`config.mk`:
```
export PLATFORM = sky130hd
export DESIGN_NAME = aps_top
export DESIGN_NICKNAME = d
export VERILOG_FILES = /design/src/rtl/aps_pkg.sv /design/src/rtl/aps_top.sv /design/src/rtl/aps_sync2.sv /design/src/rtl/aps_sync_mon.sv
export SDC_FILE = /design/constraint.sdc
export NUM_CORES = 1
export LEC_CHECK = 0
export BUFFER_PORTS_ARGS = -buffer_cell sky130_fd_sc_hd__buf_2
export CORE_MARGIN = 3
export CORE_UTILIZATION = 54
export CTS_CLUSTER_SIZE = 16
export DETAILED_ROUTE_END_ITERATION = 16
export MAX_ROUTING_LAYER = met4
export PLACE_DENSITY = 0.77
export SYNTH_ARGS = -nofsm -noshare
export SYNTH_HDL_FRONTEND = slang
export SYNTH_HIERARCHICAL = 1
export SYNTH_SLANG_ARGS = --single-unit
export TNS_END_PERCENT = 1
```
`constraint.sdc`:
```
create_clock -name mclk -period 3.6 [get_ports mclk]
set_input_delay 0.9 -clock mclk [delete_from_list [all_inputs] [get_ports mclk]]
set_output_delay 0.9 -clock mclk [all_outputs]
set_load 0.005 [all_outputs]
```
`src/rtl/aps_pkg.sv`:
```
// shared constants and carrier types of the audio serial port phase/status block
package aps_pkg;

  // ------------------------------------------------------------
  // widths
  // ------------------------------------------------------------
  localparam int CNT_W = 9;
  localparam int ADR_W = 8;

  // ------------------------------------------------------------
  // register offsets (byte addresses)
  // ------------------------------------------------------------
  localparam logic [ADR_W-1:0] OFS_CTRL = 8'h00;
  localparam logic [ADR_W-1:0] OFS_RX_PERIOD = 8'h04;
  localparam logic [ADR_W-1:0] OFS_TX_PERIOD = 8'h08;
  localparam logic [ADR_W-1:0] OFS_STATUS = 8'h0c;
  localparam logic [ADR_W-1:0] OFS_MASK = 8'h10;
  localparam logic [ADR_W-1:0] OFS_FRAME = 8'h14;

  // ------------------------------------------------------------
  // control fields
  // ------------------------------------------------------------
  localparam int CTRL_HALF_PHASE = 0;
  localparam int CTRL_START_PHASE = 1;
  localparam int CTRL_RX_IF0_DR = 2;
  localparam int CTRL_RX_IF1_DR = 3;
  localparam int CTRL_TX_AP = 4;
  localparam int CTRL_RX_AP = 6;
  localparam int CTRL_W = 8;
  localparam logic [CTRL_W-1:0] CTRL_RST = 8'h00;

  // period register: count in [8:0], high count in [24:16]
  localparam int PER_HIGH_POS = 16;
  localparam logic [CNT_W-1:0] PERIOD_RST = 9'h040;
  localparam logic [CNT_W-1:0] HIGH_RST = 9'h020;

  // ------------------------------------------------------------
  // status bit positions, mask uses the same layout
  // ------------------------------------------------------------
  localparam int ST_RX_OVLD = 0;
  localparam int ST_RX_ERR = 1;
  localparam int ST_RX_EARLY = 2;
  localparam int ST_RX_LATE = 3;
  localparam int ST_RX_MISS = 4;
  localparam int ST_TX_EARLY = 5;
  localparam int ST_TX_LATE = 6;
  localparam int ST_TX_MISS = 7;
  localparam int ST_TX_SEQ = 8;
  localparam int ST_W = 9;
  localparam logic [ST_W-1:0] ST_RST = 9'h000;
  localparam logic [ST_W-1:0] MASK_RST = 9'h000;

  // ------------------------------------------------------------
  // carriers
  // ------------------------------------------------------------
  typedef struct packed {
    logic [CNT_W-1:0] period;
    logic [CNT_W-1:0] high;
  } aps_sync_cfg_t;

  typedef struct packed {
    logic early;
    logic late;
    logic missing;
    logic valid;
  } aps_mon_evt_t;

  typedef struct packed {
    logic lvl;
    logic locked;
    logic [CNT_W-1:0] phase_cnt;
    logic [CNT_W+1:0] idle_cnt;
    aps_mon_evt_t evt;
  } aps_mon_state_t;

endpackage

```
`src/rtl/aps_top.sv`:
```
// audio serial port half-phase framing and status monitor with wishbone registers
//
// Added by the designer: the Wishbone register port and the address map.
`timescale 1ns/1ps
module aps_top (
  input wire logic mclk, // system clock, 100 MHz
  input wire logic rst, // async reset, active high
  input wire logic wb_cyc_i, // wishbone cycle
  input wire logic wb_stb_i, // wishbone strobe
  input wire logic wb_we_i, // wishbone write enable
  input wire logic [aps_pkg::ADR_W-1:0] wb_adr_i, // wishbone byte address
  input wire logic [3:0] wb_sel_i, // wishbone byte lanes
  input wire logic [31:0] wb_dat_i, // wishbone write data
  output logic [31:0] wb_dat_o, // wishbone read data
  output logic wb_ack_o, // wishbone acknowledge
  input wire logic sclk_pin, // serial bit clock from host
  input wire logic fsync_pin, // frame sync from host
  input wire logic rx_overload_evt, // pulse: too many input buffer requests
  input wire logic tx_fetch_fail_evt, // pulse: tx sequencer missed output data
  input wire logic tx_fifo_overflow, // level: output fifo in overflow
  output logic irq, // interrupt, active high
  output logic frame_start, // pulse: frame begins
  output logic [aps_pkg::CNT_W-1:0] bit_location, // channel bit location index
  output logic [1:0] tx_ch_active, // tx channel in its active phase
  output logic [1:0] rx_ch_active // rx channel in its active phase
);

  // ------------------------------------------------------------
  // state
  // ------------------------------------------------------------
  typedef struct packed {
    logic wb_ack;
    logic [31:0] rdata;
    logic [aps_pkg::CTRL_W-1:0] ctrl;
    aps_pkg::aps_sync_cfg_t rx_cfg;
    aps_pkg::aps_sync_cfg_t tx_cfg;
    logic [aps_pkg::ST_W-1:0] status;
    logic [aps_pkg::ST_W-1:0] mask;
    logic irq;
    logic sclk_d;
    logic fs_lvl;
    logic in_frame;
    logic frame_start;
    logic [aps_pkg::CNT_W-1:0] loc;
    logic [1:0] tx_act;
    logic [1:0] rx_act;
    logic rx_early_arm;
    logic tx_miss_arm;
    logic tx_seq_arm;
    logic ovf_d;
  } aps_top_state_t;

  aps_top_state_t s_reg;
  aps_top_state_t s_next;

  logic [1:0] pin_sync;
  logic sclk_s;
  logic fs_s;
  logic bit_tick;
  aps_pkg::aps_mon_evt_t rx_evt;
  aps_pkg::aps_mon_evt_t tx_evt;

  // ------------------------------------------------------------
  // pin crossing and bit clock edge
  // ------------------------------------------------------------
  aps_sync2 #(.W(2)) u_pins (
    .mclk(mclk),
    .rst(rst),
    .d({sclk_pin, fsync_pin}),
    .q(pin_sync)
  );

  assign sclk_s = pin_sync[1];
  assign fs_s = pin_sync[0];
  // sclk must stay well below mclk/2 for edges to be seen
  assign bit_tick = sclk_s & ~s_reg.sclk_d;

  // ------------------------------------------------------------
  // sync monitors, one per direction
  // ------------------------------------------------------------
  aps_sync_mon u_rx_mon (
    .mclk(mclk),
    .rst(rst),
    .bit_tick(bit_tick),
    .sync_lvl(fs_s),
    .cfg(s_reg.rx_cfg),
    .evt(rx_evt)
  );

  aps_sync_mon u_tx_mon (
    .mclk(mclk),
    .rst(rst),
    .bit_tick(bit_tick),
    .sync_lvl(fs_s),
    .cfg(s_reg.tx_cfg),
    .evt(tx_evt)
  );

  // ------------------------------------------------------------
  // helpers
  // ------------------------------------------------------------
  function automatic logic [31:0] lane_mask(input logic [3:0] sel);
    lane_mask = {{8{sel[3]}}, {8{sel[2]}}, {8{sel[1]}}, {8{sel[0]}}};
  endfunction

  function automatic logic [31:0] merge(input logic [31:0] old, input logic [31:0] wd,
                                        input logic [3:0] sel);
    merge = (old & ~lane_mask(sel)) | (wd & lane_mask(sel));
  endfunction

  // ------------------------------------------------------------
  // next state
  // ------------------------------------------------------------
  logic access;
  logic wr;
  logic [31:0] wd;
  logic [31:0] per_word;
  logic [aps_pkg::ST_W-1:0] st_set;
  logic [aps_pkg::ST_W-1:0] st_clr;
  logic half;
  logic ap_on;
  logic rise;
  logic fall;
  logic start_edge;
  logic phase_edge;
  logic [1:0] tx_ap;
  logic [1:0] rx_ap;

  always_comb begin
    s_next = s_reg;
    s_next.wb_ack = 1'b0;
    s_next.frame_start = 1'b0;
    access = wb_cyc_i & wb_stb_i & ~s_reg.wb_ack;
    // the write lands on the edge where the master samples ack
    wr = wb_cyc_i & wb_stb_i & wb_we_i & s_reg.wb_ack;
    wd = wb_dat_i;
    per_word = 32'h0000_0000;
    st_set = '0;
    st_clr = '0;

    // ---------------- bus slave ----------------
    if (access) begin
      s_next.wb_ack = 1'b1;
      case (wb_adr_i)
        aps_pkg::OFS_CTRL: s_next.rdata = {24'h00_0000, s_reg.ctrl};
        aps_pkg::OFS_RX_PERIOD: s_next.rdata = {7'h00, s_reg.rx_cfg.high, 7'h00,
                                                s_reg.rx_cfg.period};
        aps_pkg::OFS_TX_PERIOD: s_next.rdata = {7'h00, s_reg.tx_cfg.high, 7'h00,
                                                s_reg.tx_cfg.period};
        aps_pkg::OFS_STATUS: s_next.rdata = {23'h00_0000, s_reg.status};
        aps_pkg::OFS_MASK: s_next.rdata = {23'h00_0000, s_reg.mask};
        aps_pkg::OFS_FRAME: s_next.rdata = {16'h0000, s_reg.rx_act, s_reg.tx_act,
                                            s_reg.fs_lvl, s_reg.in_frame, 1'b0,
                                            s_reg.loc};
        default: s_next.rdata = 32'h0000_0000;
      endcase
    end
    if (wr) begin
      case (wb_adr_i)
        aps_pkg::OFS_CTRL: begin
          per_word = merge({24'h00_0000, s_reg.ctrl}, wd, wb_sel_i);
          s_next.ctrl = per_word[aps_pkg::CTRL_W-1:0];
        end
        aps_pkg::OFS_RX_PERIOD: begin
          per_word = merge({7'h00, s_reg.rx_cfg.high, 7'h00, s_reg.rx_cfg.period},
                           wd, wb_sel_i);
          s_next.rx_cfg.period = per_word[aps_pkg::CNT_W-1:0];
          s_next.rx_cfg.high = per_word[aps_pkg::PER_HIGH_POS +: aps_pkg::CNT_W];
        end
        aps_pkg::OFS_TX_PERIOD: begin
          per_word = merge({7'h00, s_reg.tx_cfg.high, 7'h00, s_reg.tx_cfg.period},
                           wd, wb_sel_i);
          s_next.tx_cfg.period = per_word[aps_pkg::CNT_W-1:0];
          s_next.tx_cfg.high = per_word[aps_pkg::PER_HIGH_POS +: aps_pkg::CNT_W];
        end
        aps_pkg::OFS_STATUS: begin
          per_word = wd & lane_mask(wb_sel_i);
          st_clr = per_word[aps_pkg::ST_W-1:0];
        end
        aps_pkg::OFS_MASK: begin
          per_word = merge({23'h00_0000, s_reg.mask}, wd, wb_sel_i);
          s_next.mask = per_word[aps_pkg::ST_W-1:0];
        end
        default: per_word = 32'h0000_0000;
      endcase
    end

    // ---------------- framing ----------------
    half = s_reg.ctrl[aps_pkg::CTRL_HALF_PHASE];
    // double rate reuses the phase split, so per-channel phases give way
    ap_on = half & ~s_reg.ctrl[aps_pkg::CTRL_RX_IF0_DR]
                 & ~s_reg.ctrl[aps_pkg::CTRL_RX_IF1_DR];
    tx_ap = ap_on ? s_reg.ctrl[aps_pkg::CTRL_TX_AP +: 2] : 2'b10;
    rx_ap = ap_on ? s_reg.ctrl[aps_pkg::CTRL_RX_AP +: 2] : 2'b10;
    rise = bit_tick & fs_s & ~s_reg.fs_lvl;
    fall = bit_tick & ~fs_s & s_reg.fs_lvl;
    // both modes take the chosen edge against the last sampled level fs_lvl; that edge alone opens a frame
    start_edge = (half & s_reg.ctrl[aps_pkg::CTRL_START_PHASE]) ? rise : fall;
    phase_edge = half ? (rise | fall) : start_edge;
    if (bit_tick) begin
      s_next.fs_lvl = fs_s;
      if (start_edge) begin
        s_next.frame_start = 1'b1;
        s_next.in_frame = 1'b1;
      end
      if (phase_edge) begin
        s_next.loc = '0;
      end else if (s_reg.in_frame && s_reg.loc != '1) begin
        s_next.loc = s_reg.loc + 9'h001;
      end
      for (int i = 0; i < 2; i++) begin
        s_next.tx_act[i] = (s_next.in_frame) & (fs_s == tx_ap[i]);
        s_next.rx_act[i] = (s_next.in_frame) & (fs_s == rx_ap[i]);
      end
    end
    s_next.sclk_d = sclk_s;

    // ---------------- status events ----------------
    st_set[aps_pkg::ST_RX_OVLD] = rx_overload_evt;
    st_set[aps_pkg::ST_RX_EARLY] = rx_evt.early & s_reg.rx_early_arm;
    st_set[aps_pkg::ST_RX_LATE] = rx_evt.late;
    st_set[aps_pkg::ST_RX_ERR] = st_set[aps_pkg::ST_RX_EARLY] | rx_evt.late;
    st_set[aps_pkg::ST_RX_MISS] = rx_evt.missing;
    st_set[aps_pkg::ST_TX_EARLY] = tx_evt.early;
    st_set[aps_pkg::ST_TX_LATE] = tx_evt.late;
    st_set[aps_pkg::ST_TX_MISS] = tx_evt.missing & s_reg.tx_miss_arm;
    st_set[aps_pkg::ST_TX_SEQ] = tx_fetch_fail_evt & s_reg.tx_seq_arm;

    // arms mute repeats of one error until the link looks healthy again
    if (rx_evt.valid) begin
      s_next.rx_early_arm = 1'b1;
    end else if (st_set[aps_pkg::ST_RX_EARLY]) begin
      s_next.rx_early_arm = 1'b0;
    end
    if (tx_evt.valid) begin
      s_next.tx_miss_arm = 1'b1;
    end else if (st_set[aps_pkg::ST_TX_MISS]) begin
      s_next.tx_miss_arm = 1'b0;
    end
    // only the overflow exit re-arms, a later good fetch alone does not
    s_next.ovf_d = tx_fifo_overflow;
    if (s_reg.ovf_d & ~tx_fifo_overflow) begin
      s_next.tx_seq_arm = 1'b1;
    end else if (st_set[aps_pkg::ST_TX_SEQ]) begin
      s_next.tx_seq_arm = 1'b0;
    end

    // a set arriving with its clear wins
    s_next.status = (s_reg.status & ~st_clr) | st_set;
    s_next.irq = |(s_next.status & s_reg.mask);
  end

  // ------------------------------------------------------------
  // registers
  // ------------------------------------------------------------
  always_ff @(posedge mclk or posedge rst) begin
    if (rst) begin
      s_reg <= '0;
      s_reg.ctrl <= aps_pkg::CTRL_RST;
      s_reg.rx_cfg.period <= aps_pkg::PERIOD_RST;
      s_reg.rx_cfg.high <= aps_pkg::HIGH_RST;
      s_reg.tx_cfg.period <= aps_pkg::PERIOD_RST;
      s_reg.tx_cfg.high <= aps_pkg::HIGH_RST;
      s_reg.status <= aps_pkg::ST_RST;
      s_reg.mask <= aps_pkg::MASK_RST;
      s_reg.rx_early_arm <= 1'b1;
      s_reg.tx_miss_arm <= 1'b1;
      s_reg.tx_seq_arm <= 1'b1;
    end else begin
      s_reg <= s_next;
    end
  end

  // ------------------------------------------------------------
  // outputs
  // ------------------------------------------------------------
  assign wb_ack_o = s_reg.wb_ack;
  assign wb_dat_o = s_reg.rdata;
  assign irq = s_reg.irq;
  assign frame_start = s_reg.frame_start;
  assign bit_location = s_reg.loc;
  assign tx_ch_active = s_reg.tx_act;
  assign rx_ch_active = s_reg.rx_act;

endmodule

```
`src/rtl/aps_sync2.sv`:
```
// two-flop synchroniser for pins entering the mclk domain
`timescale 1ns/1ps
module aps_sync2 #(
  parameter int W = 2
) (
  input wire logic mclk, // system clock
  input wire logic rst, // async reset, active high
  input wire logic [W-1:0] d, // asynchronous inputs
  output logic [W-1:0] q // synchronised outputs
);

  logic [W-1:0] meta_reg;

  always_ff @(posedge mclk or posedge rst) begin
    if (rst) begin
      meta_reg <= '0;
      q <= '0;
    end else begin
      meta_reg <= d;
      q <= meta_reg;
    end
  end

endmodule

```
`src/rtl/aps_sync_mon.sv`:
```
// frame-sync phase length monitor for one direction
`timescale 1ns/1ps
module aps_sync_mon (
  input wire logic mclk, // system clock
  input wire logic rst, // async reset, active high
  input wire logic bit_tick, // one-cycle pulse per bit clock rising edge
  input wire logic sync_lvl, // synchronised frame sync level
  input wire aps_pkg::aps_sync_cfg_t cfg, // programmed period and high counts
  output aps_pkg::aps_mon_evt_t evt // one-cycle event pulses
);

  aps_pkg::aps_mon_state_t s_reg;
  aps_pkg::aps_mon_state_t s_next;

  logic [aps_pkg::CNT_W-1:0] expect_cnt;
  logic [aps_pkg::CNT_W+1:0] miss_lim;

  always_comb begin
    s_next = s_reg;
    s_next.evt = '0;
    expect_cnt = s_reg.lvl ? cfg.high : cfg.period - cfg.high;
    // idle count crossing twice the period fires once, then saturates
    miss_lim = {1'b0, cfg.period, 1'b0} + 11'h001;
    if (bit_tick) begin
      if (sync_lvl != s_reg.lvl) begin
        s_next.lvl = sync_lvl;
        s_next.locked = 1'b1;
        s_next.phase_cnt = 9'h001;
        s_next.idle_cnt = '0;
        // first edge after reset has no measured phase behind it
        if (s_reg.locked) begin
          s_next.evt.early = s_reg.phase_cnt < expect_cnt;
          s_next.evt.late = s_reg.phase_cnt > expect_cnt;
          s_next.evt.valid = s_reg.phase_cnt == expect_cnt;
        end
      end else begin
        if (s_reg.phase_cnt != '1) begin
          s_next.phase_cnt = s_reg.phase_cnt + 9'h001;
        end
        if (s_reg.idle_cnt != '1) begin
          s_next.idle_cnt = s_reg.idle_cnt + 11'h001;
        end
        s_next.evt.missing = (s_reg.idle_cnt + 11'h001) == miss_lim;
      end
    end
  end

  always_ff @(posedge mclk or posedge rst) begin
    if (rst) begin
      s_reg <= '0;
    end else begin
      s_reg <= s_next;
    end
  end

  assign evt = s_reg.evt;

endmodule

```
# After elaboration in Yosys (flattened, before gate mapping)
# Index checks and enable logic that the tools add are counted.
dict set report totals {
  regBits 173
  latch_bits 0
  mem_bits_rw 0
  mem_bits_ro 0
  in_bits 54
  output_inout_bits 48
  word_cells 176
  n_memories 0
}
dict set report op_classes {
  addsub 9
  n_mul 0
  div_mod_pow 0
  magnitude_cmp 4
  n_eq_ne 20
  shifts 0
  muxes 39
  n_bitwise 43
  reduce_logical 22
}
# cell n
set ops {}
lappend ops {{$pmux 25 s6} 1}
lappend ops {{$and 25x25->25} 3}
lappend ops {{$mux 9} 8}
lappend ops {{$or 25x25->25} 2}
lappend ops {{$mux 20} 2}
lappend ops {{$mux 33} 1}
lappend ops {{$add 9x1->9 const B} 3}
lappend ops {{$and 9x9->9} 3}
lappend ops {{$ne 9x9->1 const B} 3}
lappend ops {{$not 25->25} 1}
lappend ops {{$add 10x1->11 const B} 2}
lappend ops {{$add 11x1->11 const B} 2}
lappend ops {{$eq 11x11->1} 2}
lappend ops {{$mux 11} 2}
lappend ops {{$ne 11x11->1 const B} 2}
lappend ops {{$reduce_and 2->1} 11}
lappend ops {{$and 1x1->1} 20}
lappend ops {{$eq 9x9->1} 2}
lappend ops {{$gt 9x9->1} 2}
lappend ops {{$lt 9x9->1} 2}
lappend ops {{$or 9x9->9} 2}
lappend ops {{$sub 9x9->9} 2}
lappend ops {{$eq 8x4->1 const B} 2}
lappend ops {{$eq 8x5->1 const B} 2}
lappend ops {{other kinds (16)} 55}

# Logic depth before layout (Yosys ltp)
# Gate-level depths: netlist of the first run.
dict set report depth {
  ltp_word 9
  ltp_mapped 14
  mapped_depth_nobuf 14
}

# Cells and area by module
# The synthesis of the first run kept the hierarchy.
# module n_inst cells_per_inst area_per_inst_um2 seq_area_each_um2
set by_module_without_submodules {}
lappend by_module_without_submodules {aps_top 1 481 5266.3 2736.4}
lappend by_module_without_submodules {{aps_sync_mon at u_tx_mon} 1 274 2336.0 650.6}
lappend by_module_without_submodules {{aps_sync_mon at u_rx_mon} 1 268 2309.7 650.6}
lappend by_module_without_submodules {aps_sync2 1 5 103.8 100.1}

# Worst setup path before layout of the first run
# OpenSTA, ideal clock, no wires.
dict set report synth_path {
  path_kind {register to register}
  from {register with a tool-made name}
  to {register u_tx_mon.s_reg, in the netlist u_tx_mon/evt[3]}
  setup_time_ns 0.067
  arrival_ns 2.903
  t_required_ns 3.533
  slack_ns 0.630
  path_stages_with_launch 12
  path_buffers 0
  period_less_slack_ns 2.970
  cell_sequence {dfstp_2 > inv_1 > ha_1 > or2_2 > a21oi_1 > a211oi_1 > or4b_1 > o211a_1 > ha_1 > and2_1 > a221oi_1 > and3_1}
}
# element line
set synth_lines {}
lappend synth_lines {{end signal: assignment} aps_sync_mon.sv:52} ;# s_reg <= s_next;
lappend synth_lines {{end: declaration} aps_sync_mon.sv:12} ;# aps_pkg::aps_mon_state_t s_reg;

==> results of run 1 <==
[power groups by stage]
stage	registers [mW]	logic, mW	clock network, mW
final	2.18	0.703	1.93
after detailed placement	2.21	0.694	0
after CTS	2.18	0.702	1.95
after floorplan	2.14	0.584	0
after global routing	2.20	0.796	2.03
after global placement	2.21	0.673	0
[worst max-delay path, stage by stage (launching register included)]
cell and delay [ns]:
dfrtp_1 0.41, inv_1 0.06, ha_1 0.21, fa_1 0.39, nor2b_1 0.26, o2111a_1 0.22
a211oi_1 0.06, xnor2_1 0.13, mux2i_1 0.16, ha_1 0.29, a2111o_1 0.36, o21ai_0 0.07
a31oi_1 0.07, a221oi_1 0.34, and3_1 0.20
[worst min-delay path by stage]
| stage | from | end | slack (ns) | cells after the start |
|---|---|---|---|---|
| 2_1_floorplan | u_pins/meta_reg[0]$_DFF_PP0_ | u_pins/q[0]$_DFF_PP0_ | 0.33 | 0 |
| 3_3_place_gp | u_pins/meta_reg[0]$_DFF_PP0_ | u_pins/q[0]$_DFF_PP0_ | 0.33 | 0 |
| 3_5_place_dp | u_pins/meta_reg[0]$_DFF_PP0_ | u_pins/q[0]$_DFF_PP0_ | 0.34 | 0 |
| 4_1_cts | u_pins/meta_reg[0]$_DFF_PP0_ | u_pins/q[0]$_DFF_PP0_ | 0.35 | 0 |
| 5_1_grt | u_pins/meta_reg[0]$_DFF_PP0_ | u_pins/q[0]$_DFF_PP0_ | 0.37 | 0 |
| 6_report | u_pins/meta_reg[0]$_DFF_PP0_ | u_pins/q[0]$_DFF_PP0_ | 0.35 | 0 |
[cell families (layout without fill, tap and decap cells)]
group / Yosys count / after routing / share of synthesized area
other: 1 / 8 / 0.0003744
DFF: 165 / 165 / 0.4131
xor gates and xnor gates: 47 / 47 / 0.04260
buffers and inverters: 143 / 175 / 0.07595
AOI/OAI and AO/OA: 219 / 219 / 0.1552
and+or+nand+nor: 340 / 340 / 0.1801
muxes: 69 / 69 / 0.07620
adders and majority gates: 44 / 44 / 0.05646
[Yosys cell counts (all sizes together) (6+ instances only)]
cell type and n:
and2 12, a31oi 22, nand3 37, a221oi 12, nor3 23, dfrtp 158, o31ai 17, o211ai 13
a211oi 6, nand2 105, nand2b 7, buf 68, nor4b 6, a22oi 23, o21ai 42, nor2 67
dfstp 7, nand4 16, mux2i 11, clkbuf 24, xnor2 28, nor2b 15, or2 6, a22o 10
ha 42, nor4 7, o21a 6, inv 50, a21oi 25, a21o 6, nor3b 6, xor2 19
mux2 58, and3 12, and4 7
[metrics by stage]
step | hold WS [ns] | util | worst slack (ns) | cells | power, mW
6_report | 0.3490 | 0.6023 | 0.2929 | 1296 | 4.813
3_3_place_gp | 0.3336 | 0.5678 | 0.3874 | 1264 | 2.883
2_1_floorplan | 0.3312 | - | 0.6300 | 1035 | 2.727
5_1_grt | 0.3659 | 0.6023 | 0.04216 | 1296 | 5.034
4_1_cts | 0.3514 | 0.6021 | 0.3116 | 1296 | 4.829
3_5_place_dp | 0.3356 | 0.5678 | 0.3478 | 1264 | 2.908
[final cells by class]
type / instances / area, um2
fillers: 1474 / 7193
multi-input cells: 727 / 5145
flip-flops and latches: 165 / 4139
repair buffers: 92 / 505.5
clock buffers: 17 / 425.4
well taps: 229 / 286.5
clock inverters: 15 / 196.4
inverters: 51 / 195.2
[what timing repair did]
action,4_1_cts,5_1_grt
resized for setup,0,2
endpoints found under the hold margin,0,0
setup endpoints to repair,0,1
[layer usage]
metal	part of all wire	up-vias	GRT usage
li1	-	3725	-
met1	0.45	3929	0.3495
met2	0.45	340	0.3776
met3	0.071	53	0.04099
met4	0.024	0	0.08788
met5	0	-	-
==> metrics.yaml, run 1 <==
run_status:
  status: "finished clean"
worst_hold_path:
  hp-class: "reg2reg"
pwr:
  ir_worst_vdd_mv: 0.3264
  p_clk_frac: 0.400
  leakagePower_nw: 4.980
  p_int_mw: 3.427
  p_comb_frac: 0.146
  power_density_nw_per_um2: 441.9
  p_seq_frac: 0.454
  switchingPower_mw: 1.386
  p_sw_frac: 0.2881
clocking:
  clockBufferDepth: 2
  clkSinkCount: 165
  cts.hold.buffers_added: 0
  cts_tree: "done"
  clk_transition_reported_paths_ns: 0.07
  cts_setup_buffers: 0
  htreeDepth: 4
  cts_inserted_buffers: 17
  cts_root_buf: "clkbuf_16"
  clkLatencyLatePin_ns: 0.44
drt:
  viasPerCell: 6.209
  wl_mm: 24.54
  drc: 0
  dr.pass1.iters: 5
  vias: 8047
  first_iter_violations: 740
  wl_per_cell_um: 18.93
  drtAntennaViolNets: 0
synthesis:
  yosys.area.top_type_share: 0.3948
  ys_async_sr_fraction: 1.000
  yosysTopAreaCell: "dfrtp_1"
  syn_area_um2: 10020
  synth_flop_cell: "dfrtp_1"
  syn_area_per_cell_um2: 9.743
  yosysUniqueCellTypes: 83
  syn_inst: 1028
  yosys_warnings: 6
  synth.yosys.seq_area_share: 0.4131
  yosys-top-cells-area: "dfrtp_1 39%, mux2_2 6.5%, ha_1 5.2%, buf_4 4.2%, nand2_1 3.7%"
  ys_seq_elements: 165
  synth-edff-count: 0
global_routing:
  first_global_vias: 7571
  grt_overflow: 0
  grt_pass1_wl_mm: 39.37
  grt_max_degree: 110
  gr-usage-all-layers: 0.2520
  antenna_found_initial: 0
timing:
  fin_skew_ns: 0.01427
  worstMarginPinSlew_ns: 1.029
  fmax_ghz: 0.3024
  period_share: 0.9186
  fin_setup_tns_ns: 0
  slew_headroom: 0.3135
  finalSetupViolations: 0
  period_minus_slack_ns: 3.307
  slew_violations: 0
  rsz0062_at_grt: "false"
  hold_violations: 0
cells_and_area:
  layout_commonest_cell: "dfrtp_1"
  antenna_cells: 0
  drive_above_1_share: 0.2109
  design_area_um2: 10890
  layout_common_cells: "157 x dfrtp_1, 100 x nand2_1, 79 x buf_2"
  fin_nets: 1152
  area_growth_pct: 8.757
die:
  die_y_um: 142.2
  boundaryPins: 102
  dieArea_um2: 20220
  floorplan.rows: 49
  initial_utilization: 0.5538
  core_area_um2: 18090
  die_x_um: 142.2
placed_design:
  dpl_cell_area_um2: 10270
  port_buffers: 79
  dp_hpwl_mm: 17.55
  routabilityCongestion: 0.9367
setup_path:
  path_max_fanout: 4
  cp-endpoint: "u_tx_mon/evt[3]$_DFF_PP0_"
  r2r_end: "u_tx_mon/evt[3]$_DFF_PP0_"
  reg2reg_slack_ns: 0.29
  crit_path_start_kind: "flop"
  endpoint_kind: "flop"
  rr_worst_depth: 14
  crit_arrival_ns: 3.67
  required_ns: 3.97
  crit_type: "reg2reg"
flow_run:
  max-cap-violations: 0
Note: power is estimated with default switching activity, not from simulation.
==> run 2, diff against run 1 <==
--- a/config.mk
+++ b/config.mk
@@ -10,10 +10,10 @@
 export CORE_UTILIZATION = 54
 export CTS_CLUSTER_SIZE = 16
 export DETAILED_ROUTE_END_ITERATION = 16
+export HOLD_SLACK_MARGIN = 0.05
 export MAX_ROUTING_LAYER = met4
 export PLACE_DENSITY = 0.77
 export SYNTH_ARGS = -nofsm -noshare
 export SYNTH_HDL_FRONTEND = slang
-export SYNTH_HIERARCHICAL = 1
 export SYNTH_SLANG_ARGS = --single-unit
 export TNS_END_PERCENT = 1
==> run 2 against run 1 <==
  * Worst hold slack worse by 0.0026 ns
  * Combinational power is 8.8% lower
  * Die area down 4.2%
  * Clock power is 4% lower
  * Final cell count is 2.7% lower
  * Register-to-register slack got worse by 0.06 ns
  * Count of clock-buffer cells in the layout increased by 4
  * Critical path type unchanged
  * Critical endpoint is now u_rx_mon.evt[2]$_DFF_PP0_
==> metrics.yaml, run 2 <==
pwr:
  switchingPower_mw: 1.300  # was 1.386 mW
  p_clk_frac: 0.398  # was 0.400
  p_int_mw: 3.359  # was 3.427 mW
  p_sw_frac: 0.2790  # was 0.2881
  power_density_nw_per_um2: 442.3  # was 441.9 nW/um2
  ir_worst_vdd_mv: 0.3376  # was 0.3264 mV
  p_seq_frac: 0.465  # was 0.454
  leakagePower_nw: 4.948  # was 4.980 nW
  p_total_mw: 4.659  # was 4.813 mW
  p_comb_frac: 0.138  # was 0.146
cells_and_area:
  final_util: 0.6070  # was 0.6023
  fillers: 1461  # was 1,474
  design_area_um2: 10540  # was 10,890 um2
  layout_commonest_cell: "dfrtp_1"  # unchanged
  antenna_cells: 0  # unchanged
  drive_above_1_share: 0.1950  # was 0.2109
  layout_common_cells: "158 x dfrtp_1, 101 x nand2_1, 79 x buf_2"  # was 157 x dfrtp_1, 100 x nand2_1, 79 x buf_2
  ff_latch_area_um2: 4138  # was 4139 um2
  multi_input_area_um2: 4830  # was 5145 um2
  fin_nets: 1121  # was 1,152
  area_growth_pct: 10.02  # was 8.757%
synthesis:
  synth_flop_cell: "dfrtp_1"  # unchanged
  yosys-top-cells-area: "dfrtp_1 41%, mux2_2 6.5%, ha_1 5.5%, nand2_1 4.0%, buf_4 3.8%"  # was dfrtp_1 39%, mux2_2 6.5%, ha_1 5.2%, buf_4 4.2%, nand2_1 3.7%
  yosysTopAreaCell: "dfrtp_1"  # unchanged
  synth_commonest_cells: "158 x dfrtp_1, 101 x nand2_1, 73 x nor2_1, 64 x o21ai_0, 55 x mux2_2"  # was 158 x dfrtp_1, 100 x nand2_1, 66 x nor2_1, 58 x mux2_2, 56 x buf_4
  syn_area_per_cell_um2: 9.761  # was 9.743 um2
  yosys.area.top_type_share: 0.4129  # was 0.3948
  synth.most_common_cell: "dfrtp_1"  # unchanged
  synth.yosys.seq_area_share: 0.4321  # was 0.4131
  ys_async_sr_fraction: 1.000  # unchanged
  syn_inst: 981  # was 1,028
  ys_seq_elements: 165  # unchanged
  yosysUniqueCellTypes: 66  # was 83
  yosys_warnings: 0  # was 6
  synth-edff-count: 0  # unchanged
  syn_area_um2: 9575  # was 10,020 um2
setup_path:
  crit_arrival_ns: 3.71  # was 3.67 ns
  endpoint_kind: "flop"  # unchanged
  reg2reg_slack_ns: 0.23  # was 0.29 ns
  crit_path_start_kind: "flop"  # unchanged
  rr_worst_depth: 14  # unchanged
  required_ns: 3.94  # was 3.97 ns
  crit_type: "reg2reg"  # unchanged
  path_max_fanout: 3  # was 4
clocking:
  clkLatencyLatePin_ns: 0.43  # was 0.44 ns
  clkSinkCount: 165  # unchanged
  clockBufferDepth: 2  # unchanged
  cts_tree: "done"  # unchanged
  cts.hold.buffers_added: 0  # unchanged
  clk_transition_reported_paths_ns: 0.06  # was 0.07 ns
  cts.repair.resized: 0  # unchanged
  htreeDepth: 4  # unchanged
  cts_root_buf: "clkbuf_16"  # unchanged
  cts_setup_buffers: 0  # unchanged
  cts_inserted_buffers: 17  # unchanged
placed_design:
  dpl_cell_area_um2: 9935  # was 10,270 um2
  routabilityCongestion: 0.9535  # was 0.9367
  dp_hpwl_mm: 17.24  # was 17.55 mm
  port_buffers: 79  # unchanged
run_status:
  status: "finished clean"  # unchanged
timing:
  worstMarginPinSlew_ns: 0.8453  # was 1.029 ns
  fmax_ghz: 0.2966  # was 0.3024 GHz
  rsz0062_at_grt: "false"  # unchanged
  slew_violations: 0  # unchanged
  slew_headroom: 0.4344  # was 0.3135
  fin_setup_tns_ns: 0  # unchanged
  fin_hold_ws_ns: 0.3465  # was 0.3490 ns
  finalSetupViolations: 0  # unchanged
  period_share: 0.9366  # was 0.9186
  hold_violations: 0  # unchanged
  fin_skew_ns: 0.009718  # was 0.01427 ns
  period_minus_slack_ns: 3.372  # was 3.307 ns
drt:
  drc: 0  # unchanged
  wl_mm: 23.39  # was 24.54 mm
  wl_per_cell_um: 18.55  # was 18.93 um
  first_iter_violations: 667  # was 740
  vias: 7510  # was 8,047
  drtAntennaViolNets: 0  # unchanged
  dr.pass1.iters: 5  # unchanged
  viasPerCell: 5.956  # was 6.209
die:
  initial_utilization: 0.5517  # was 0.5538
  die_x_um: 139.2  # was 142.2 um
  core_area_um2: 17360  # was 18,090 um2
  boundaryPins: 102  # unchanged
  die_y_um: 139.2  # was 142.2 um
  floorplan.rows: 48  # was 49
  dieArea_um2: 19370  # was 20,220 um2
global_routing:
  gr-usage-all-layers: 0.2563  # was 0.2520
  antenna_found_initial: 0  # unchanged
  grt_max_degree: 122  # was 110
  grt_pass1_wl_mm: 38.73  # was 39.37 mm
  first_global_vias: 7478  # was 7,571
  grt_overflow: 0  # unchanged
worst_hold_path:
  hp-class: "reg2reg"  # unchanged
  whs_path_depth: 0  # unchanged
flow_run:
  max-cap-violations: 0  # unchanged
run 2: cell types whose count changed after synthesis, moves of 9 or more:
| cell | previous run | this run |
|---|---|---|
| a221oi_1 | 12 | 1 |
| a31oi_1 | 22 | 11 |
| a21oi_1 | 25 | 35 |
| o211ai_1 | 13 | 2 |
| a22oi_1 | 23 | 14 |
| o31ai_1 | 17 | 6 |
| inv_1 | 50 | 33 |
| mux2i_1 | 11 | 20 |
| o21ai_0 | 41 | 64 |
run 2: cell type report:
type,instances,area share
Inverter,35,0.01283
Multi-Input combinational cell,706,0.4584
Tap cell,225,0.02672
Timing Repair Buffer,98,0.05226
Clock buffer,21,0.04371
Sequential cell,165,0.3928
Clock inverter,11,0.01330
run 2: cells by family after synthesis:
kind of cell | after synthesis | share of synthesized area
other cells | 1 | 0.0003916
flops | 165 | 0.4321
fa+ha+maj | 44 | 0.05906
compound gates | 205 | 0.1379
mux | 76 | 0.08676
buf+inv | 117 | 0.06625
simple gates | 321 | 0.1700
xor+xnor | 52 | 0.04756
run 2: worst max-delay path: stages, from the launching register on:
cell and delay (ns):
dfrtp_1 0.41, inv_1 0.10, ha_1 0.22, fa_1 0.38, nor2b_1 0.21, o31a_1 0.20
o211ai_1 0.14, a21boi_0 0.27, o21ai_0 0.12, o311a_1 0.16, ha_1 0.30, nand2_1 0.07
o31a_1 0.29, a31oi_1 0.22, nor3b_1 0.21
run 2: power groups by stage:
stage | combinational [mW] | sequential, mW | clock (mW)
after floorplan | 0.511 | 2.13 | 0
after global placement | 0.621 | 2.19 | 0
after detailed placement | 0.642 | 2.19 | 0
after CTS | 0.645 | 2.16 | 1.88
after global routing | 0.721 | 2.19 | 1.95
final | 0.641 | 2.17 | 1.85
run 2: final timing paths:
path	startpoint	endpoint
max	flop	u_rx_mon.evt[2]$_DFF_PP0_
min	u_pins.meta_reg[0]$_DFF_PP0_	u_pins.q[0]$_DFF_PP0_
max reg2reg	flop	u_rx_mon.evt[2]$_DFF_PP0_
min reg2reg	u_pins.meta_reg[0]$_DFF_PP0_	u_pins.q[0]$_DFF_PP0_
max in group asynchronous	rst	async pin
min in group asynchronous	rst	wb_dat_o[14]$_DFFE_PP0P_
run 2: stage by stage:
stage | setup WS (ns) | cells
floorplan | 0.6069 | 988
global placement | 0.3727 | 1229
detailed placement | 0.3088 | 1229
CTS | 0.2917 | 1261
global route | 0.06373 | 1261
finish | 0.2284 | 1261
run 2: metal layers:
metal,share of wire,track usage,vias up
met4,0.031,0.09423,0
met2,0.47,0.3973,248
met5,0,-,-
li1,-,-,3555
met3,0.058,0.04586,65
met1,0.44,0.3401,3642
